**src/core/hdr_exposure_map.vh**
```
`ifndef HDR_EXPOSURE_MAP_VH
`define HDR_EXPOSURE_MAP_VH
// =====================================================================
// register byte addresses
`define A_ROWS_LO   7'h01
`define A_ROWS_HI   7'h02
`define A_START_LO  7'h03
`define A_START_HI  7'h04
`define A_MODE      7'h29
`define A_EXP0      7'h2A
`define A_EXP1      7'h2B
`define A_EXP2      7'h2C
`define A_STEP0     7'h2D
`define A_STEP1     7'h2E
`define A_STEP2     7'h2F
`define A_KP1_0     7'h30
`define A_KP1_1     7'h31
`define A_KP1_2     7'h32
`define A_KP2_0     7'h33
`define A_KP2_1     7'h34
`define A_KP2_2     7'h35
`define A_SLOPES    7'h36
`define A_SEQ       7'h37
`define A_OVERHEAD  7'h49
`define A_CLIP2     7'h59
`define A_CLIP3     7'h5A
`define A_FRAMEIDX  7'h7E
`define A_STATUS    7'h7F
// =====================================================================
// reset values
`define R_ROWS      11'h440
`define R_START     11'h000
`define R_EXP       24'h000440
`define R_STEP      24'h000000
`define R_KP        24'h000001
`define R_SLOPES    2'h1
`define R_SEQ       8'h01
`define R_OVERHEAD  8'h0A
`define R_CLIP      7'h60
// =====================================================================
// field positions and timing
`define F_EXT       0
`define F_ALT       1
`define F_CLIP_EN   6
`define UNIT_CLKS   33'h000000081
`define OVH_NUM     33'h0000015AB
`define OVH_DEN     33'h000000064
`define ARRAY_ROWS  11'h440
`endif

```
**src/core/exposure_timer.v**
```verilog
`timescale 1ns/1ps
`default_nettype none
module exposure_timer #(
  parameter W = 33
) (
  input  wire         clk,
  input  wire         rst_n,
  input  wire         start,
  input  wire [W-1:0] target,
  input  wire [W-1:0] knee1Target,
  input  wire [W-1:0] knee2Target,
  input  wire         kneeEnable,
  output reg          done,
  output reg          knee1Hit,
  output reg          knee2Hit
);
  reg         active;
  reg [W-1:0] elapsed;

  // count clocks from start; pulse when each target is reached, the knee targets only while kneeEnable is set
  always @(posedge clk or negedge rst_n) begin
    if (!rst_n) begin
      active   <= 1'b0;
      elapsed  <= {W{1'b0}};
      done     <= 1'b0;
      knee1Hit <= 1'b0;
      knee2Hit <= 1'b0;
    end else begin
      done     <= 1'b0;
      knee1Hit <= 1'b0;
      knee2Hit <= 1'b0;
      if (start) begin
        active  <= 1'b1;
        elapsed <= {{(W-1){1'b0}}, 1'b1};
      end else if (active) begin
        elapsed  <= elapsed + {{(W-1){1'b0}}, 1'b1};
        knee1Hit <= kneeEnable && (elapsed == knee1Target);
        knee2Hit <= kneeEnable && (elapsed == knee2Target);
        if (elapsed >= target) begin
          active <= 1'b0;
          done   <= 1'b1;
        end
      end
    end
  end
endmodule
`default_nettype wire

```
**src/core/hdr_exposure_row_window_ctrl.v**
```verilog
// Decided for this implementation: strobed register access.
`timescale 1ns/1ps
`default_nettype none
`include "hdr_exposure_map.vh"
module hdr_exposure_row_window_ctrl (
  input  wire        clk,
  input  wire        rst_n,
  input  wire [6:0]  regAddr,
  input  wire [7:0]  regWrData,
  input  wire        regWrite,
  input  wire        regRead,
  output reg  [7:0]  regRdData,
  input  wire        frameRequest,
  input  wire        exposurePulsePin,
  output reg         exposing,
  output reg         clipEnable,
  output reg  [5:0]  clipDacCode,
  output reg  [1:0]  slopePhase,
  output reg         altRowExposure,
  output reg         frameStart,
  output wire        frameEnd,
  output wire [10:0] rowAddr,
  output wire        rowValid,
  output reg  [7:0]  frameIndex,
  output wire        busy
);
  // =====================================================================
  // states
  localparam [3:0] S_IDLE   = 4'b0001;
  localparam [3:0] S_EXTEXP = 4'b0010;
  localparam [3:0] S_EXPOSE = 4'b0100;
  localparam [3:0] S_READ   = 4'b1000;

  // =====================================================================
  // configuration registers
  reg [10:0] readoutRowTotal;
  reg [10:0] windowFirstRow;
  reg        externalExposureSelect;
  reg        alternateRowExposureEnable;
  reg [23:0] exposureLength;
  reg [23:0] exposureIncrementStep;
  reg [23:0] knee1Exposure;
  reg [23:0] knee2Exposure;
  reg [1:0]  slopeCount;
  reg [7:0]  frameSequenceCount;
  reg [7:0]  transferOverheadLength;
  reg [6:0]  clipLevelSecond;
  reg [6:0]  clipLevelThird;

  reg [3:0]  state;
  reg [23:0] curUnits;
  reg        timerStart;
  reg        scanStart;
  reg        extMode;
  reg [32:0] expTarget;
  wire       timerDone;
  wire       knee1Hit;
  wire       knee2Hit;
  wire       scanDone;

  // overhead cycles: 129 * 0.43 * overhead, rounded up to whole clocks
  function [32:0] overheadClks;
    input [7:0] ovh;
    begin
      overheadClks = ({25'h0, ovh} * `OVH_NUM + `OVH_DEN - 33'h1) / `OVH_DEN;
    end
  endfunction

  // clocks for a register count: overhead plus 129 clocks per unit
  function [32:0] unitClks;
    input [23:0] units;
    input [7:0]  ovh;
    begin
      unitClks = overheadClks(ovh) + {9'h0, units} * `UNIT_CLKS;
    end
  endfunction

  // =====================================================================
  // register writes, least significant byte at the lowest address
  always @(posedge clk or negedge rst_n) begin
    if (!rst_n) begin
      readoutRowTotal            <= `R_ROWS;
      windowFirstRow             <= `R_START;
      externalExposureSelect     <= 1'b0;
      alternateRowExposureEnable <= 1'b0;
      exposureLength             <= `R_EXP;
      exposureIncrementStep      <= `R_STEP;
      knee1Exposure              <= `R_KP;
      knee2Exposure              <= `R_KP;
      slopeCount                 <= `R_SLOPES;
      frameSequenceCount         <= `R_SEQ;
      transferOverheadLength     <= `R_OVERHEAD;
      clipLevelSecond            <= `R_CLIP;
      clipLevelThird             <= `R_CLIP;
    end else if (regWrite) begin
      case (regAddr)
        `A_ROWS_LO:  readoutRowTotal[7:0]        <= regWrData;
        `A_ROWS_HI:  readoutRowTotal[10:8]       <= regWrData[2:0];
        `A_START_LO: windowFirstRow[7:0]         <= regWrData;
        `A_START_HI: windowFirstRow[10:8]        <= regWrData[2:0];
        `A_MODE: begin
          externalExposureSelect     <= regWrData[`F_EXT];
          alternateRowExposureEnable <= regWrData[`F_ALT];
        end
        `A_EXP0:     exposureLength[7:0]         <= regWrData;
        `A_EXP1:     exposureLength[15:8]        <= regWrData;
        `A_EXP2:     exposureLength[23:16]       <= regWrData;
        `A_STEP0:    exposureIncrementStep[7:0]  <= regWrData;
        `A_STEP1:    exposureIncrementStep[15:8] <= regWrData;
        `A_STEP2:    exposureIncrementStep[23:16] <= regWrData;
        `A_KP1_0:    knee1Exposure[7:0]          <= regWrData;
        `A_KP1_1:    knee1Exposure[15:8]         <= regWrData;
        `A_KP1_2:    knee1Exposure[23:16]        <= regWrData;
        `A_KP2_0:    knee2Exposure[7:0]          <= regWrData;
        `A_KP2_1:    knee2Exposure[15:8]         <= regWrData;
        `A_KP2_2:    knee2Exposure[23:16]        <= regWrData;
        `A_SLOPES:   slopeCount                  <= regWrData[1:0];
        `A_SEQ:      frameSequenceCount          <= regWrData;
        `A_OVERHEAD: transferOverheadLength      <= regWrData;
        `A_CLIP2:    clipLevelSecond             <= regWrData[6:0];
        `A_CLIP3:    clipLevelThird              <= regWrData[6:0];
        default: ;
      endcase
    end
  end

  // =====================================================================
  // register reads, answered in the next cycle; unmapped reads give zero
  always @(posedge clk or negedge rst_n) begin
    if (!rst_n) begin
      regRdData <= 8'h00;
    end else if (regRead) begin
      case (regAddr)
        `A_ROWS_LO:  regRdData <= readoutRowTotal[7:0];
        `A_ROWS_HI:  regRdData <= {5'h00, readoutRowTotal[10:8]};
        `A_START_LO: regRdData <= windowFirstRow[7:0];
        `A_START_HI: regRdData <= {5'h00, windowFirstRow[10:8]};
        `A_MODE:     regRdData <= {6'h00, alternateRowExposureEnable, externalExposureSelect};
        `A_EXP0:     regRdData <= exposureLength[7:0];
        `A_EXP1:     regRdData <= exposureLength[15:8];
        `A_EXP2:     regRdData <= exposureLength[23:16];
        `A_STEP0:    regRdData <= exposureIncrementStep[7:0];
        `A_STEP1:    regRdData <= exposureIncrementStep[15:8];
        `A_STEP2:    regRdData <= exposureIncrementStep[23:16];
        `A_KP1_0:    regRdData <= knee1Exposure[7:0];
        `A_KP1_1:    regRdData <= knee1Exposure[15:8];
        `A_KP1_2:    regRdData <= knee1Exposure[23:16];
        `A_KP2_0:    regRdData <= knee2Exposure[7:0];
        `A_KP2_1:    regRdData <= knee2Exposure[15:8];
        `A_KP2_2:    regRdData <= knee2Exposure[23:16];
        `A_SLOPES:   regRdData <= {6'h00, slopeCount};
        `A_SEQ:      regRdData <= frameSequenceCount;
        `A_OVERHEAD: regRdData <= transferOverheadLength;
        `A_CLIP2:    regRdData <= {1'b0, clipLevelSecond};
        `A_CLIP3:    regRdData <= {1'b0, clipLevelThird};
        `A_FRAMEIDX: regRdData <= frameIndex;
        `A_STATUS:   regRdData <= {3'h0, exposing, state};
        default:     regRdData <= 8'h00;
      endcase
    end else begin
      regRdData <= 8'h00;
    end
  end

  // =====================================================================
  // exposure target for the timer: full time inside, overhead only after pins
  always @* begin
    if (extMode) begin
      expTarget = overheadClks(transferOverheadLength);
    end else begin
      expTarget = unitClks(curUnits, transferOverheadLength);
    end
  end

  exposure_timer #(
    .W (33)
  ) u_timer (
    .clk         (clk),
    .rst_n       (rst_n),
    .start       (timerStart),
    .target      (expTarget),
    .knee1Target (unitClks(knee1Exposure, transferOverheadLength)),
    .knee2Target (unitClks(knee2Exposure, transferOverheadLength)),
    .kneeEnable  (!extMode),
    .done        (timerDone),
    .knee1Hit    (knee1Hit),
    .knee2Hit    (knee2Hit)
  );

  // single window scan; subwindows would reuse the same scan per window
  row_window_scan #(
    .RW (11)
  ) u_scan (
    .clk       (clk),
    .rst_n     (rst_n),
    .start     (scanStart),
    .firstRow  (windowFirstRow),
    .arrayRows (`ARRAY_ROWS),
    .rowTotal  (readoutRowTotal),
    .rowAddr   (rowAddr),
    .rowValid  (rowValid),
    .done      (scanDone)
  );

  assign frameEnd = scanDone;
  assign busy     = (state != S_IDLE);

  // =====================================================================
  // frame sequencer
  always @(posedge clk or negedge rst_n) begin
    if (!rst_n) begin
      state          <= S_IDLE;
      curUnits       <= `R_EXP;
      timerStart     <= 1'b0;
      scanStart      <= 1'b0;
      extMode        <= 1'b0;
      exposing       <= 1'b0;
      frameStart     <= 1'b0;
      frameIndex     <= 8'h00;
      altRowExposure <= 1'b0;
    end else begin
      timerStart     <= 1'b0;
      scanStart      <= 1'b0;
      frameStart     <= 1'b0;
      altRowExposure <= alternateRowExposureEnable;
      case (state)
        S_IDLE: begin
          frameIndex <= 8'h00;
          if (externalExposureSelect && exposurePulsePin) begin
            extMode  <= 1'b1;
            exposing <= 1'b1;
            state    <= S_EXTEXP;
          end else if (!externalExposureSelect && frameRequest) begin
            extMode    <= 1'b0;
            curUnits   <= exposureLength;
            exposing   <= 1'b1;
            timerStart <= 1'b1;
            state      <= S_EXPOSE;
          end
        end
        S_EXTEXP: begin
          // pin time runs until the frame request, then overhead follows
          if (frameRequest) begin
            timerStart <= 1'b1;
            state      <= S_EXPOSE;
          end
        end
        S_EXPOSE: begin
          if (timerDone) begin
            exposing   <= 1'b0;
            scanStart  <= 1'b1;
            frameStart <= 1'b1;
            frameIndex <= frameIndex + 8'h01;
            state      <= S_READ;
          end
        end
        S_READ: begin
          if (scanDone) begin
            if (!extMode && (frameIndex < frameSequenceCount)) begin
              curUnits   <= curUnits + exposureIncrementStep;
              exposing   <= 1'b1;
              timerStart <= 1'b1;
              state      <= S_EXPOSE;
            end else begin
              state <= S_IDLE;
            end
          end
        end
        default: state <= S_IDLE;
      endcase
    end
  end

  // =====================================================================
  // clip level sequencing through the slopes of one exposure
  always @(posedge clk or negedge rst_n) begin
    if (!rst_n) begin
      slopePhase  <= 2'h0;
      clipEnable  <= 1'b0;
      clipDacCode <= 6'h00;
    end else if (!exposing) begin
      slopePhase  <= 2'h0;
      clipEnable  <= 1'b0;
      clipDacCode <= 6'h00;
    end else if ((slopePhase == 2'h0) && (slopeCount > 2'h1) &&
                 (knee1Hit || (extMode && state == S_EXTEXP && exposurePulsePin))) begin
      slopePhase  <= 2'h1;
      clipEnable  <= clipLevelSecond[`F_CLIP_EN];
      clipDacCode <= clipLevelSecond[5:0];
    end else if ((slopePhase == 2'h1) && (slopeCount > 2'h2) &&
                 (knee2Hit || (extMode && state == S_EXTEXP && exposurePulsePin))) begin
      slopePhase  <= 2'h2;
      clipEnable  <= clipLevelThird[`F_CLIP_EN];
      clipDacCode <= clipLevelThird[5:0];
    end
  end
endmodule
`default_nettype wire

```
**src/core/row_window_scan.v**
```verilog
`timescale 1ns/1ps
`default_nettype none
module row_window_scan #(
  parameter RW = 11
) (
  input  wire          clk,
  input  wire          rst_n,
  input  wire          start,
  input  wire [RW-1:0] firstRow,
  input  wire [RW-1:0] arrayRows,
  input  wire [RW-1:0] rowTotal,
  output reg  [RW-1:0] rowAddr,
  output reg           rowValid,
  output reg           done
);
  reg [RW-1:0] left;

  // one row per clock from the first row, wrapping at the array edge
  always @(posedge clk or negedge rst_n) begin
    if (!rst_n) begin
      rowAddr  <= {RW{1'b0}};
      rowValid <= 1'b0;
      left     <= {RW{1'b0}};
      done     <= 1'b0;
    end else begin
      done <= 1'b0;
      if (start) begin
        rowAddr  <= firstRow;
        rowValid <= 1'b1;
        left     <= rowTotal - {{(RW-1){1'b0}}, 1'b1};
      end else if (rowValid) begin
        if (left == {RW{1'b0}}) begin
          rowValid <= 1'b0;
          done     <= 1'b1;
        end else begin
          left    <= left - {{(RW-1){1'b0}}, 1'b1};
          rowAddr <= (rowAddr + {{(RW-1){1'b0}}, 1'b1} >= arrayRows) ? {RW{1'b0}}
                     : rowAddr + {{(RW-1){1'b0}}, 1'b1};
        end
      end
    end
  end
endmodule
`default_nettype wire

```
**config.mk**
```make
export PLATFORM = sky130hd
export DESIGN_NAME = hdr_exposure_row_window_ctrl
export DESIGN_NICKNAME = d
export VERILOG_FILES = /design/src/core/exposure_timer.v /design/src/core/hdr_exposure_row_window_ctrl.v /design/src/core/row_window_scan.v
export VERILOG_INCLUDE_DIRS = /design/src /design/src/core
export SDC_FILE = /design/constraint.sdc
export NUM_CORES = 1
export LEC_CHECK = 0
export BUFFER_PORTS_ARGS = -buffer_cell sky130_fd_sc_hd__buf_2
export CAP_MARGIN = 20
export CORE_ASPECT_RATIO = 0.7
export CORE_MARGIN = 4
export CORE_UTILIZATION = 55
export CTS_BUF_LIST = sky130_fd_sc_hd__clkbuf_4 sky130_fd_sc_hd__clkbuf_8 sky130_fd_sc_hd__clkbuf_16
export DETAILED_ROUTE_END_ITERATION = 7
export PLACE_DENSITY = 0.74
export SLEW_MARGIN = 30
export SYNTH_ARGS = -nofsm -noshare
export SYNTH_HDL_FRONTEND = slang
export SYNTH_SLANG_ARGS = --single-unit
```
**constraint.sdc**
```tcl
create_clock -name clk -period 16.8 [get_ports clk]
set_clock_uncertainty 0.2 [all_clocks]
set_input_delay 0.84 -clock clk [delete_from_list [all_inputs] [get_ports clk]]
set_output_delay 0.84 -clock clk [all_outputs]
set_load 0.02 [all_outputs]
```
==> impl_metrics.toml <==
[outcome]
status = "finished, violations left"
violations = "setup timing"

[timing]
clock.fmax_mhz = 54.8
period_needed_ns = 18.25
fin_crit_sh_pct = 109
report.final.setup_viol = 4
drv_slew = 0
worst_pin_slew_ns = 1.07
setup_ws_ns = -1.45
hold_viol = 0
rsz0062_at_grt = "true"
relSlewSlack_pct = 28.4

[synth]
synth_area_mm2 = 0.0276
yosysUniqueCellTypes = 118
ys_ff_latch = 271
synth_fp_nets = 3485
syn-instance-count = 3029
synth-edff-count = 0
synth-seq-area-share_pct = 24.6
yosysWarnings = 0
synthFlopType = "dfrtp_1"
ys_async_sr_fraction_pct = 100
avgSynthCellArea_um2 = 9.12

[global_routing]
antenna_found_initial = 0
grt_max_degree = 97
grt_pass1_vias = 26664
gr-total-overflow = 0
gr-usage-all-layers_pct = 34.3
grt_pass1_wl_um = 148000

[floorplanning]
fp-row-count = 68
io_pins = 63
die-area_mm2 = 0.0539
core_area_mm2 = 0.0495
die_h_um = 196
die_width_um = 276
initial_core_util_pct = 55.8

[clock_tree]
clk_pin_slew_worst_paths_ns = 0.07
insertion_delay_ns = 0.59
cts_made_buffers = 27
htree_levels = 1
root_buffer = "clkbuf_16"
ctsHoldBuffers = 0
numClockSinks = 271
max-clock-path-buffers = 3
tritoncts = "yes"

[critical_path]
crit_start = "overheadClks.ovh[5]$_DFFE_PN0P_"
cp-start-kind = "flip-flop"
path_class = "flip-flop to flip-flop"
worstSetupEndpointType = "flip-flop"
r2r-start = "overheadClks.ovh[5]$_DFFE_PN0P_"
slowest_delay_ns = 0.53
worstPathArrival_ns = 18.52
cpMostUsedCell = "a21oi_2"
critPathSlowestCell = "fa_1"
critPathMaxFanout = 9
worstPathRequired_ns = 17.08

[final_layout]
nNetsFinal = 4045
layout_commonest_cell = "buf_4"
drive_gt1_share_pct = 33.6
final-seq-area_mm2 = 0.00681
n_fill_cell = 3448
fin_util_pct = 72.5
area_growth_pct = 30.0
mostFrequentLayoutCells = "buf_4, ha_1, inv_1, dfrtp_1, nor2_1"
multi_input_area_mm2 = 0.0214

[worst_hold_path]
min_path_type = "input pin to asynchronous set/reset pin"

[routing]
ant_nets = 0
dr_total_vias = 27059
drc = 0
post_drt_wl_per_cell_um = 22.9
viasPerCell = 6.33
routed_wl_um = 98100
drtIter0Drc = 2620
drtPass1Iterations = 7

[place]
port_buffers = 62
place_congestion = 0.981
hpwl_um = 71300

[run]
max_cap_viol_count = 0
==> sequential cells by signal, indices dropped and copies added (netlist names), 11 cells and up <==
name and count:
knee1Exposure 24, u_scan.rowAddr 11, curUnits 24, exposureIncrementStep 24
exposureLength 24, u_timer.elapsed 33, windowFirstRow 11, knee2Exposure 24
readoutRowTotal 11, u_scan.left 11
==> routing by layer <==
| metal | track usage [%] | wire, um |
|---|---|---|
| met1 | 48.7 | 42000 |
| met3 | 9.05 | 10600 |
| met5 | 0 | 94 |
| met4 | 9.28 | 2970 |
| met2 | 51.8 | 42500 |
==> cells by family after synthesis <==
family / Yosys count / synth area share (%)
AOI/OAI and AO/OA: 786 / 20.4
xor gates and xnor gates: 233 / 7.39
adders and majority gates: 437 / 21.3
and+or+nand+nor: 736 / 13.4
muxes: 181 / 7.28
DFF: 271 / 24.6
buffers and inverters: 385 / 5.60
==> layout make-up <==
class / instances / area share, %
Inverter: 278 / 2.91
Multi-Input combinational cell: 2374 / 59.7
Sequential cell: 271 / 19.0
Timing Repair Buffer: 637 / 13.4
Clock inverter: 19 / 0.672
Clock buffer: 31 / 2.00
Antenna cell: 1 / 0.00697
Tap cell: 665 / 2.32
==> final timing paths <==
check                           depth (start not counted)  slack (ns)                         endpoint
worst min register to register                          0        0.29         altRowExposure$_DFF_PN0_
worst max-delay path                                   92       -1.45         u_timer.active$_DFF_PN0_
worst min-delay path                                    1        0.07  u_timer.elapsed[25]$_DFFE_PN0P_
min in group clk                                        0        0.29         altRowExposure$_DFF_PN0_
worst max register to register                         92       -1.45         u_timer.active$_DFF_PN0_
max in group asynchronous                               2       15.04  overheadClks.ovh[7]$_DFFE_PN0P_
==> synthesized netlist by cell type, drive strengths merged (7+ instances only) <==
| cell type | number | area [um2] |
|---|---|---|
| a221oi | 19 | 166 |
| inv | 277 | 1040 |
| a22oi | 50 | 380 |
| nand3 | 75 | 390 |
| nor2 | 211 | 802 |
| clkbuf | 76 | 285 |
| nand4 | 31 | 200 |
| nor3b | 8 | 65.1 |
| a21oi | 200 | 1020 |
| nor4b | 7 | 61.3 |
| mux2 | 156 | 1760 |
| nor4 | 23 | 150 |
| a22o | 20 | 185 |
| o21bai | 38 | 285 |
| and3 | 27 | 174 |
| nand2b | 42 | 263 |
| or3 | 23 | 144 |
| o22ai | 8 | 62.6 |
| mux2i | 25 | 254 |
| a21o | 121 | 916 |
| o21a | 19 | 145 |
| xnor2 | 163 | 1430 |
| a31oi | 31 | 243 |
| nand2 | 142 | 536 |
| a2111oi | 8 | 88.8 |
| o2111ai | 10 | 106 |
| and2 | 16 | 103 |
| fa | 57 | 1140 |
| o211ai | 18 | 150 |
| nor2b | 26 | 163 |
| and4 | 7 | 63.8 |
| a222oi | 12 | 120 |
| o31ai | 11 | 92.6 |
| ha | 378 | 4730 |
| or2 | 15 | 93.8 |
| a211o | 12 | 106 |
| a211oi | 28 | 248 |
| dfrtp | 254 | 6360 |
| o21ai | 110 | 584 |
| dfstp | 17 | 447 |
| xor2 | 70 | 613 |
| or4 | 9 | 67.6 |
| buf | 31 | 218 |
| nor3 | 62 | 325 |
==> worst max-delay path, delay by kind of cell (launching register included) <==
kind,cells,cell delay (ns)
AOI/OAI and AO/OA,43,8.04
and+or+nand+nor,23,3.54
adders and majority gates,11,3.22
buffers and inverters,10,1.44
muxes,2,0.74
DFF,1,0.49
xor gates and xnor gates,3,0.44
==> repair_timing <==
| action | 4_1_cts | 5_1_grt |
|---|---|---|
| cloned | 1 | 0 |
| resized for setup | 196 | 133 |
| endpoints found under the setup margin | 4 | 4 |
| hold endpoints to repair | 0 | 0 |
| buffers inserted | 127 | 52 |
| pin swaps | 127 | 140 |
==> stage by stage <==
stage               TNS, ns  hold WS [ns]  instances  setup slack (ns)  cell area, um2
floorplan           -0.0434         0.169       3029           -0.0253           28100
global placement      -4.77         0.264       4044             -1.48           31800
detailed placement    -6.40         0.275       4044             -1.90           31800
CTS                   -2.11        0.0864       4222            -0.657           34700
global route          -7.16         0.125       4275             -2.02           35900
finish                -4.67        0.0727       4276             -1.45           35900
Power is left out: the tool's default activity adds up to more than one toggle a clock period on the data nets, which glitch-free logic cannot reach.
